File: src/include/slupa_regs.svh
// Register offsets, field positions, reset values and counts of the user port allocator.
// Assumes inclusion by bare name from design files under core/.
`ifndef SLUPA_REGS_SVH
`define SLUPA_REGS_SVH

`define SLUPA_ADDR_W 8
`define SLUPA_OFS_CTRL 8'h00
`define SLUPA_OFS_STATUS 8'h04
`define SLUPA_OFS_VCOUNT 8'h08

`define SLUPA_CTRL_NFC_EN 0
`define SLUPA_CTRL_RESET 32'h0000_0001

`define SLUPA_STAT_LANE_UP 0
`define SLUPA_STAT_CHAN_UP 1
`define SLUPA_STAT_XOFF 2
`define SLUPA_STAT_FIFO_FULL 3
`define SLUPA_STAT_FIFO_EMPTY 4

`define SLUPA_VERIFY_NEEDED 3'h4
`define SLUPA_FIFO_DEPTH 32
`define SLUPA_DATA_W 64
`define SLUPA_KEEP_W 8

`endif

File: src/include/slupa_pkg.sv
// Types shared by the user port allocator, its link partner model and its bench.
// Assumes slupa_regs.svh is on the include path.
`include "slupa_regs.svh"

package slupa_pkg;

    typedef struct packed {
        logic [`SLUPA_DATA_W-1:0] data;
        logic [`SLUPA_KEEP_W-1:0] keep;
        logic last;
    } slupa_beat_t;

    typedef enum logic [1:0] {
        INIT_RESET = 2'b00,
        INIT_LANE = 2'b01,
        INIT_VERIFY = 2'b10,
        INIT_UP = 2'b11
    } slupa_init_t;

endpackage : slupa_pkg

File: src/core/slupa_fifo.sv
// Flip-flop FIFO with valid and ready on both sides and a synchronous clear.
// Assumes one clock and a reset already synchronised by the parent.
`timescale 1ns/1ps

module slupa_fifo #(
    parameter int WIDTH = 73,
    parameter int DEPTH = 32
) (
    input wire logic clk_i,
    input wire logic rst_n_i,
    input wire logic clr_i,
    input wire logic in_valid_i,
    output logic in_ready_o,
    input wire logic [WIDTH-1:0] in_data_i,
    output logic out_valid_o,
    input wire logic out_ready_i,
    output logic [WIDTH-1:0] out_data_o
);
    localparam int AW = $clog2(DEPTH);

    logic [WIDTH-1:0] mem_q [DEPTH];
    logic [AW:0] wptr_q;
    logic [AW:0] rptr_q;
    logic full;
    logic empty;
    logic push;
    logic pop;

    // The extra pointer bit tells full from empty when the indices meet.
    assign full = (wptr_q[AW] != rptr_q[AW]) && (wptr_q[AW-1:0] == rptr_q[AW-1:0]);
    assign empty = (wptr_q == rptr_q);
    assign in_ready_o = !full;
    assign out_valid_o = !empty;
    assign push = in_valid_i && !full;
    assign pop = out_ready_i && !empty;
    assign out_data_o = mem_q[rptr_q[AW-1:0]];

    always_ff @(posedge clk_i) begin
        if (push) begin
            mem_q[wptr_q[AW-1:0]] <= in_data_i;
        end
    end

    always_ff @(posedge clk_i or negedge rst_n_i) begin
        if (!rst_n_i) begin
            wptr_q <= '0;
        end else if (clr_i) begin
            wptr_q <= '0;
        end else if (push) begin
            wptr_q <= wptr_q + 1'b1;
        end
    end

    always_ff @(posedge clk_i or negedge rst_n_i) begin
        if (!rst_n_i) begin
            rptr_q <= '0;
        end else if (clr_i) begin
            rptr_q <= '0;
        end else if (pop) begin
            rptr_q <= rptr_q + 1'b1;
        end
    end

endmodule : slupa_fifo

File: src/core/slupa_top.sv
// User port allocator of a lane-based serial link: transmit channel sharing,
// link initialisation gating and receive qualification.
// Assumes lane-side strobes run on core_clk_i; the three status pins are asynchronous.
`timescale 1ns/1ps
`include "slupa_regs.svh"

// Operation
// [RULE1] Flow-control request forces transmit ready low.
// [RULE2] Flow-control request inputs are active high.
// [RULE3] User control block valid forces ready low.
// [RULE4] Flow-off stops normal data until flow-on.
// [RULE5] User holds word until transmit ready high.
// [RULE6] User marks valid bytes on last beat.
// [RULE7] Receive outputs meaningful only while valid high.
// [RULE8] Unlocked clock or reset blocks initialisation.
// [RULE9] Power-down keeps lane and channel down.
// [RULE10] Channel up after lane up, four verifications.
// [RULE11] User waits for channel up before data.
module slupa_top (
    input wire logic core_clk_i,
    input wire logic rst_n_i,
    input wire logic [`SLUPA_ADDR_W-1:0] reg_addr_i,
    input wire logic [31:0] reg_wdata_i,
    input wire logic reg_wr_i,
    input wire logic reg_rd_i,
    output logic [31:0] reg_rdata_o,
    input wire logic pll_not_locked_i,
    input wire logic power_down_i,
    input wire logic block_sync_i,
    input wire logic nfc_tx_valid_i,
    input wire logic ufc_tx_req_i,
    input wire logic user_k_tx_valid_i,
    input wire logic rx_xoff_i,
    input wire logic rx_xon_i,
    input wire logic rx_verify_i,
    input wire logic s_tx_tvalid_i,
    input wire slupa_pkg::slupa_beat_t s_tx_beat_i,
    output logic s_tx_tready_o,
    output logic link_tx_valid_o,
    output slupa_pkg::slupa_beat_t link_tx_beat_o,
    input wire logic link_tx_ready_i,
    input wire logic link_rx_valid_i,
    input wire slupa_pkg::slupa_beat_t link_rx_beat_i,
    output logic m_rx_tvalid_o,
    output slupa_pkg::slupa_beat_t m_rx_beat_o,
    output logic lane_up_o,
    output logic channel_up_o
);
    logic [1:0] rst_sync_q;
    logic rst_q;
    logic [2:0] pin_raw;
    logic [2:0] pin_s1_q;
    logic [2:0] pin_s2_q;
    logic [2:0] pin_s3_q;
    logic [2:0] pin_q;
    logic unlocked;
    logic pwr_down;
    logic blk_sync;
    logic hold;
    slupa_pkg::slupa_init_t state_q;
    slupa_pkg::slupa_init_t state_d;
    logic [2:0] vcount_q;
    logic nfc_en_q;
    logic xoff_q;
    logic flow_req;
    logic tx_pause;
    logic fifo_in_ready;
    logic fifo_out_valid;
    logic fifo_push;
    logic fifo_pop_ok;
    slupa_pkg::slupa_beat_t fifo_out;
    logic [31:0] rdata_q;

    // Reset is asserted at once and released through two flip-flops.
    always_ff @(posedge core_clk_i or negedge rst_n_i) begin
        if (!rst_n_i) begin
            rst_sync_q <= 2'h0;
        end else begin
            rst_sync_q <= {rst_sync_q[0], 1'b1};
        end
    end
    assign rst_q = rst_sync_q[1];

    // A pin level counts only once the second and third stages agree, so a
    // metastable first stage can never reach the decision logic.
    // The lock and power-down stages reset to their link-holding level, so the
    // link stays held until those pins have really been sampled.
    assign pin_raw = {block_sync_i, power_down_i, pll_not_locked_i};
    for (genvar g = 0; g < 3; g++) begin : g_pin
        always_ff @(posedge core_clk_i or negedge rst_q) begin
            if (!rst_q) begin
                pin_s1_q[g] <= (g != 2);
                pin_s2_q[g] <= (g != 2);
                pin_s3_q[g] <= (g != 2);
                pin_q[g] <= (g != 2);
            end else begin
                pin_s1_q[g] <= pin_raw[g];
                pin_s2_q[g] <= pin_s1_q[g];
                pin_s3_q[g] <= pin_s2_q[g];
                if (pin_s2_q[g] == pin_s3_q[g]) begin
                    pin_q[g] <= pin_s3_q[g];
                end
            end
        end
    end
    assign unlocked = pin_q[0];
    assign pwr_down = pin_q[1];
    assign blk_sync = pin_q[2];
    assign hold = unlocked || pwr_down; // RULE8 RULE9

    // Initialisation sequence.
    always_comb begin
        state_d = state_q;
        unique case (state_q)
            slupa_pkg::INIT_RESET: begin
                state_d = slupa_pkg::INIT_LANE;
            end
            slupa_pkg::INIT_LANE: begin
                if (blk_sync) begin
                    state_d = slupa_pkg::INIT_VERIFY;
                end
            end
            slupa_pkg::INIT_VERIFY: begin
                if (!blk_sync) begin
                    state_d = slupa_pkg::INIT_LANE;
                end else if (rx_verify_i && vcount_q == `SLUPA_VERIFY_NEEDED - 3'h1) begin
                    state_d = slupa_pkg::INIT_UP; // RULE10
                end
            end
            slupa_pkg::INIT_UP: begin
                if (!blk_sync) begin
                    state_d = slupa_pkg::INIT_LANE;
                end
            end
        endcase
        if (hold) begin
            state_d = slupa_pkg::INIT_RESET; // RULE8 RULE9
        end
    end

    always_ff @(posedge core_clk_i or negedge rst_q) begin
        if (!rst_q) begin
            state_q <= slupa_pkg::INIT_RESET; // RULE8
        end else begin
            state_q <= state_d;
        end
    end

    always_ff @(posedge core_clk_i or negedge rst_q) begin
        if (!rst_q) begin
            vcount_q <= 3'h0;
        end else if (state_d != slupa_pkg::INIT_VERIFY) begin
            vcount_q <= (state_d == slupa_pkg::INIT_UP) ? `SLUPA_VERIFY_NEEDED : 3'h0;
        end else if (rx_verify_i) begin
            vcount_q <= vcount_q + 3'h1; // RULE10
        end
    end

    assign lane_up_o = (state_q == slupa_pkg::INIT_VERIFY) || (state_q == slupa_pkg::INIT_UP);
    assign channel_up_o = (state_q == slupa_pkg::INIT_UP); // RULE10

    // Flow-off state; an xoff in the same cycle as an xon wins.
    always_ff @(posedge core_clk_i or negedge rst_q) begin
        if (!rst_q) begin
            xoff_q <= 1'b0;
        end else if (!channel_up_o || !nfc_en_q) begin
            xoff_q <= 1'b0;
        end else if (rx_xoff_i) begin
            xoff_q <= 1'b1; // RULE4
        end else if (rx_xon_i) begin
            xoff_q <= 1'b0; // RULE4
        end
    end

    // Any high request level claims the channel for flow control or a control block.
    assign flow_req = nfc_tx_valid_i || ufc_tx_req_i || user_k_tx_valid_i; // RULE1 RULE2 RULE3
    assign tx_pause = nfc_en_q && xoff_q; // RULE4
    assign s_tx_tready_o = fifo_in_ready && channel_up_o && !flow_req; // RULE1 RULE3 RULE11
    assign fifo_push = s_tx_tvalid_i && s_tx_tready_o; // RULE5
    assign fifo_pop_ok = channel_up_o && !tx_pause; // RULE4
    assign link_tx_valid_o = fifo_out_valid && fifo_pop_ok;
    assign link_tx_beat_o = fifo_out;

    // The buffer is flushed when the channel drops, so stale frames never
    // leak into the next session.
    slupa_fifo #(
        .WIDTH($bits(slupa_pkg::slupa_beat_t)),
        .DEPTH(`SLUPA_FIFO_DEPTH)
    ) u_tx_fifo (
        .clk_i(core_clk_i),
        .rst_n_i(rst_q),
        .clr_i(!channel_up_o),
        .in_valid_i(fifo_push),
        .in_ready_o(fifo_in_ready),
        .in_data_i(s_tx_beat_i),
        .out_valid_o(fifo_out_valid),
        .out_ready_i(link_tx_ready_i && fifo_pop_ok),
        .out_data_o(fifo_out)
    );

    // Receive beats are passed on only while the channel is up.
    always_ff @(posedge core_clk_i or negedge rst_q) begin
        if (!rst_q) begin
            m_rx_tvalid_o <= 1'b0;
        end else begin
            m_rx_tvalid_o <= link_rx_valid_i && channel_up_o; // RULE7
        end
    end

    always_ff @(posedge core_clk_i or negedge rst_q) begin
        if (!rst_q) begin
            m_rx_beat_o <= '0;
        end else if (link_rx_valid_i) begin
            m_rx_beat_o <= link_rx_beat_i; // RULE7
        end
    end

    // Register port.
    always_ff @(posedge core_clk_i or negedge rst_q) begin
        if (!rst_q) begin
            // Only the enable bit of the control reset word is kept.
            nfc_en_q <= 1'(`SLUPA_CTRL_RESET >> `SLUPA_CTRL_NFC_EN);
        end else if (reg_wr_i && reg_addr_i == `SLUPA_OFS_CTRL) begin
            nfc_en_q <= reg_wdata_i[`SLUPA_CTRL_NFC_EN];
        end
    end

    always_ff @(posedge core_clk_i or negedge rst_q) begin
        if (!rst_q) begin
            rdata_q <= 32'h0000_0000;
        end else if (reg_rd_i) begin
            rdata_q <= 32'h0000_0000;
            unique case (reg_addr_i)
                `SLUPA_OFS_CTRL: begin
                    rdata_q[`SLUPA_CTRL_NFC_EN] <= nfc_en_q;
                end
                `SLUPA_OFS_STATUS: begin
                    rdata_q[`SLUPA_STAT_LANE_UP] <= lane_up_o;
                    rdata_q[`SLUPA_STAT_CHAN_UP] <= channel_up_o;
                    rdata_q[`SLUPA_STAT_XOFF] <= xoff_q;
                    rdata_q[`SLUPA_STAT_FIFO_FULL] <= !fifo_in_ready;
                    rdata_q[`SLUPA_STAT_FIFO_EMPTY] <= !fifo_out_valid;
                end
                `SLUPA_OFS_VCOUNT: begin
                    rdata_q[2:0] <= vcount_q;
                end
                default: begin
                    rdata_q <= 32'h0000_0000;
                end
            endcase
        end else begin
            rdata_q <= 32'h0000_0000;
        end
    end
    assign reg_rdata_o = rdata_q;
endmodule : slupa_top

File: config.mk
export PLATFORM = sky130hd
export DESIGN_NAME = slupa_top
export DESIGN_NICKNAME = d
export VERILOG_FILES = /design/src/include/slupa_pkg.sv /design/src/core/slupa_fifo.sv /design/src/core/slupa_top.sv
export VERILOG_INCLUDE_DIRS = /design/src /design/src/include
export SDC_FILE = /design/constraint.sdc
export NUM_CORES = 2
export LEC_CHECK = 0
export BUFFER_PORTS_ARGS = -buffer_cell sky130_fd_sc_hd__buf_2
export CAP_MARGIN = 20
export CORE_MARGIN = 8
export CORE_UTILIZATION = 30
export CTS_BUF_LIST = sky130_fd_sc_hd__clkbuf_8
export CTS_CLUSTER_SIZE = 30
export DETAILED_ROUTE_END_ITERATION = 12
export GPL_ROUTABILITY_DRIVEN = 0
export GPL_TIMING_DRIVEN = 0
export HOLD_SLACK_MARGIN = 0.05
export PLACE_DENSITY = 0.55
export SETUP_SLACK_MARGIN = 0.15
export SYNTH_ARGS = -nofsm -noshare
export SYNTH_HDL_FRONTEND = slang
export SYNTH_SLANG_ARGS = --single-unit
File: constraint.sdc
create_clock -name core_clk_i -period 3.95 [get_ports core_clk_i]
set_input_delay 0.79 -clock core_clk_i [delete_from_list [all_inputs] [get_ports core_clk_i]]
set_output_delay 0.79 -clock core_clk_i [all_outputs]
set_load 0.02 [all_outputs]
Word-level counts from Yosys, hierarchy flattened
Memory sizes are Yosys's and may differ from the RTL's. Cells that the tools add are included.

Output and inout port bits: 183. Input port bits: 202. Word-level logic and storage cells: 94. Memories: 1. Register bits after elaboration: 139. Bits in writable memories: 2336.

Mux-type cells: 22. Equal/unequal tests: 16. Reductions and logical operators: 28. Add/sub/neg operators: 3.

Memory list: u_tx_fifo.mem_q (depth 32, bits a word 73, read ports 1, clocked after memory_dff 0, wr ports 1, RTL line slupa_fifo.sv:21) `logic [WIDTH-1:0] mem_q [DEPTH];`.

Operator list (count): 2-to-1 mux 6 bit (4); logical AND 1 bit (13); adder 6 x 1 -> 6 bit (second input constant) (2); 2-to-1 mux 2 bit (6); 2-to-1 mux 3 bit (3); equality test 8 x 3 -> 1 bit (second input constant) (1); equality test 8 x 4 -> 1 bit (second input constant) (1); zero test 8 bit (1); case mux 2 bit (4 select lines) (1); equality test 2 bit (second input constant) (3); equality test 6 bit (1); zero test 1 bit (6); equality test 5 bit (1); logical OR 1 bit (5); 2-to-1 mux 1 bit (5); 2-to-1 mux 5 bit (1); inequality test 2 x 1 -> 1 bit (second input constant) (2); case mux 2 bit (2 select lines) (1); adder 3 x 1 -> 3 bit (second input constant) (1); equality test 1 bit (3); equality test 3 x 2 -> 1 bit (second input constant) (1); case mux 1 bit (3 select lines) (1); nonzero test 3 bit (1); equality test 2 x 1 -> 1 bit (second input constant) (1); other kinds (4) (4).

Longest topological paths before layout
Word-level depth: 9. Depth in mapped cells: 9. Gate-level depth less buffers: 7.

Hierarchy
A second synthesis with hierarchy kept.

Cells, all modules: 3910. Area total of the unflattened synthesis: 91945.7 um^2.

By module, submodules not included: slupa_fifo (seq. area each 70447.6 um^2, cells each 3645, instances 1, area each 87980.6 um^2); slupa_top (seq. area each 2513.7 um^2, cells each 265, instances 1, area each 3965.1 um^2).

Least setup slack after synthesis
Ideal clock, no wire load.

Kind: input to register. Start: input ufc_tx_req_i. End: memory u_tx_fifo.mem_q[21][0], enable pin. Required time: 3.445 ns. Arrival: 4.845 ns. Cell stages on the path: 5. Slack: -1.400 ns. Library setup time: 0.505 ns. Path through: nor4_1 -> o21ai_1 -> inv_1 -> nand3_1 -> nor2_1.

Word-level cells in the longest chain between the ends: 8.

Ends and longest elaborated chain: from (decl) (RTL line slupa_top.sv:31) `input wire logic ufc_tx_req_i,`; logical OR 1 bit (2 in series) (RTL line slupa_top.sv:176) `assign flow_req = nfc_tx_valid_i || ufc_tx_req_i || user_k_tx_valid_i;`; zero test 1 bit (RTL line slupa_top.sv:178) `assign s_tx_tready_o = fifo_in_ready && channel_up_o && !flow_req;`; logical AND 1 bit (RTL line slupa_top.sv:178); named net s_tx_tready_o (RTL line slupa_top.sv:38) `output logic s_tx_tready_o,`; logical AND 1 bit (RTL line slupa_top.sv:179) `assign fifo_push = s_tx_tvalid_i && s_tx_tready_o;`; logical AND 1 bit (RTL line slupa_fifo.sv:34) `assign push = in_valid_i && !full;`; 2-to-1 mux 1 bit (RTL line slupa_fifo.sv:39) `if (push) begin`; 2-to-1 mux 1 bit (implied by the code) (RTL line slupa_fifo.sv:40) `mem_q[wptr_q[AW-1:0]] <= in_data_i;`; to (decl) (RTL line slupa_fifo.sv:21).

The timed path passes the listed nets, and every way through them passes these cells.

==> metrics.txt <==
Avg WL per Cell 29.8 um; Avg Inst Size Synth 22.2 um2; die area 0.328 mm2; Max-Cap Viols 0; vias per inst 5.06; critical path class reg -> out; f_max 235 MHz; Pint 0.0391 W; switching pwr 0.0107 W; unrepaired setup endpoints after global routing true; violated checks setup timing; dpl hpwl 193,000 um; most frequent CP cell buf_12; Clock Power Share 40.9%; VDD IR-drop max 0.338 mV; Crit-path slowest cell mux4_2; final number of setup-violating endpoints 73; clk sink count 2,448; Die Y 572 um; GRT Overall Usage 16.9%; area delta synth->final 25.3%; Most used DFF post-synth edfxtp_1; worst hold path class in -> reg; CTS tree yes; Max Slew Vio Count 0; vias in the first global route 50,500; reg2reg start u_tx_fifo.rptr_q[0]$_DFFE_PN0P_; Port Buffers 325; CTS root buf clkbuf_8; PnR worst setup slack -306 ps; crit path max fanout 10; number of library cell types mapped by synthesis 55; IO Pins 385; first-pass GRT wire length 391,000 um; drt drc 0; synth top area cells edfxtp_1 (76%), mux4_2 (11%), dfrtp_1 (2.8%); Tot Pwr 0.0498 W; Critical path origin u_tx_fifo.rptr_q[0]$_DFFE_PN0P_; status complete, but fails checks; crit path capture type primary output; Nets 5,488; synth warn 0; Critical Path AT 3470 ps; vias after detailed routing 49,300; #FFs+latches synth 2,448; Sw Share 21.5%; Mapped Area 0.0929 mm2; WP buf/inv 5; Power Density 428 mW/mm2; cts bufs inserted 414; final hold violations 0; Worst setup SP type flop; Storage cell area 0.0730 mm2; Min Hold Slack 173 ps; critical path's top delay family buffers and inverters; Clock Pin Slew Worst Setup and Hold Paths 60 ps; worst skew pair latency 1150 ps; Post-synth ARST share 4.58%; Core Area 0.308 mm2; skew final 132 ps; Lkg Pwr 36.6 nW; post-layout minimum cycle time 4260 ps; initial antenna violation count 38; area leader, netlist edfxtp_1; critical-path cell list buf_12, buf_8, buf_12, mux4_2, a21oi_1, a211oi_2, buf_4, buf_2; Flop pwr share 57.4%; clk buf depth 4; Slew headroom 27.1%; worst slew pin tran 1090 ps; Largest stage delay, worst path 520 ps; Die X 572 um; Gate power share 1.7%; row cnt 204; Final ANT Viol Nets 0; Max H-tree Level 5; Hold Startpoint s_tx_beat_i[17]; EDFF count, synth 2,336; post-synth top area share 75.5%; CP Data Required Time 3160 ps; GRT Residual Overflow 0; layout cells sized above 1 39.3%; drt total wl 290,000 um; filler instances 28,000; Initial Utilization 30.1%; fin crit share 108%; Cells after Synth 4,190; DRT iter0 DRCs 4,767; Initial DRT Pass Iterations 5; Seq/Total Area, Yosys 78.6%; pin count of the biggest net entering global routing 63; multi-input gate area in the final layout 0.0207 mm2
-- cell usage after synthesis, drive strengths merged, types with 2 or more instances --
cell type	number
and3	3
and2	2
mux4	460
nand2b	5
buf	182
nand3	12
a21boi	2
o21a	2
nand4	3
a31oi	17
a211oi	106
a21oi	48
nor2b	7
ha	7
o22ai	138
mux2i	221
edfxtp	2336
o21ai	7
nor2	51
or3	8
nand3b	4
dfstp	9
a22oi	125
or2	3
nor3	6
maj3	3
o221ai	42
inv	6
clkbuf	85
xnor2	7
nand2	41
conb	2
a22o	20
mux2	107
dfrtp	103
-- worst reg2reg max path, cell delays in order, from the launching register on --
cell and delay [ps]:
dfrtp_2 460, buf_12 160, buf_16 160, xnor2_1 210, nand3_2 200, o211ai_1 420
clkbuf_1 860, nor2_4 400, buf_12 310, buf_12 230
-- power groups by stage --
stage | sequential [W] | combinational (W) | clock (W)
global route | 0.0286 | 0.000933 | 0.0219
floorplan | 0.0292 | 0.000147 | 0
finish | 0.0286 | 0.000856 | 0.0203
global placement | 0.0291 | 0.000720 | 0
detailed placement | 0.0291 | 0.000780 | 0
CTS | 0.0286 | 0.000859 | 0.0208
-- final cells by class --
cell class	instances	share of cell area (%)
Antenna cell	16	0.0344
Buffer	264	2.87
Clock buffer	419	4.96
Clock inverter	315	1.30
Inverter	6	0.0194
Multi-Input combinational cell	1496	17.8
Sequential cell	2448	62.7
Tap cell	4120	4.43
Timing Repair Buffer	649	5.92
-- timing repair --
action	in CTS	in global routing
gates resized for setup	731	251
gates cloned	4	13
buffers inserted	23	53
pin swaps	72	80
hold buffers	97	0
endpoints found under the hold margin	247	0
setup endpoints to repair	753	864
-- layout by cell type (no fill, tap or decap), types with 20 or more instances in the layout --
cell type	n
buf_12	153
a211oi_4	43
dfrtp_1	101
o221ai_1	28
clkbuf_8	446
o22ai_2	56
buf_8	34
a22o_1	20
a211oi_2	50
o22ai_1	72
nor2_4	33
a21oi_1	20
clkinv_1	94
dlygate4sd3_1	97
nand2_1	38
mux2i_1	215
a22oi_2	57
mux2_2	105
buf_4	131
buf_2	282
inv_1	155
buf_16	54
clkinv_2	50
mux4_2	460
a22oi_1	68
buf_6	68
a21oi_2	24
conb_1	28
edfxtp_1	2336
-- stage by stage --
step	cells	utilization, %	cell area (um2)	setup slack (ps)	TNS [ps]
final	9733	37.7	116000	-306	-14980
after global placement	8661	32.4	99800	-5200	-
after floorplan	4216	-	93000	-325	-565160
after CTS	9651	37.1	114000	-404	-28730
after global routing	9723	37.7	116000	-425	-24050
after detailed placement	8796	33.3	103000	-944	-211030
-- worst paths after layout --
path / slack [ps] / to / cells after the start
worst max register to register: 250 / u_tx_fifo.mem_q[15][14]$_DFFE_PP_ / 9
worst max-delay path: -310 / link_tx_beat_o[1] / 8
worst min-delay path: 170 / u_tx_fifo.mem_q[14][17]$_DFFE_PP_ / 1
max in group asynchronous: 2690 / nfc_en_q$_DFFE_PN1P_ / 1
min in group asynchronous: 350 / m_rx_beat_o[1]$_DFFE_PN0P_ / 0
worst min register to register: 350 / m_rx_beat_o[1]$_DFFE_PN0P_ / 0
-- cells by family (layout without fill, tap and decap cells) --
logic type | count (synthesis) | count (layout) | synth area share, %
buffers and inverters | 273 | 1653 | 1.68
other | 2 | 44 | 0.00809
and+or+nand+nor | 150 | 151 | 0.769
xor gates and xnor gates | 8 | 8 | 0.0755
AOI/OAI and AO/OA | 511 | 511 | 3.93
adders and majority gates | 10 | 10 | 0.127
muxes | 788 | 788 | 14.8
DFF | 2448 | 2448 | 78.6
-- metal layers --
metal  vias up  wire length (um)  GRT usage [%]
met5         -               156              0
met4        24              9610           5.79
met3       501             25000           3.90
met2      2354            141000           28.1
met1     26400            115000           21.9
li1      20000                 -              -
-- sequential cells by signal, indices dropped and copies added (netlist names), 5 cells and up --
name and count:
u_tx_fifo.mem_q 2336, u_tx_fifo.wptr_q 6, reg_rdata_o 5, u_tx_fifo.rptr_q 6
m_rx_beat_o 73
(Power assumes the default switching activity.)
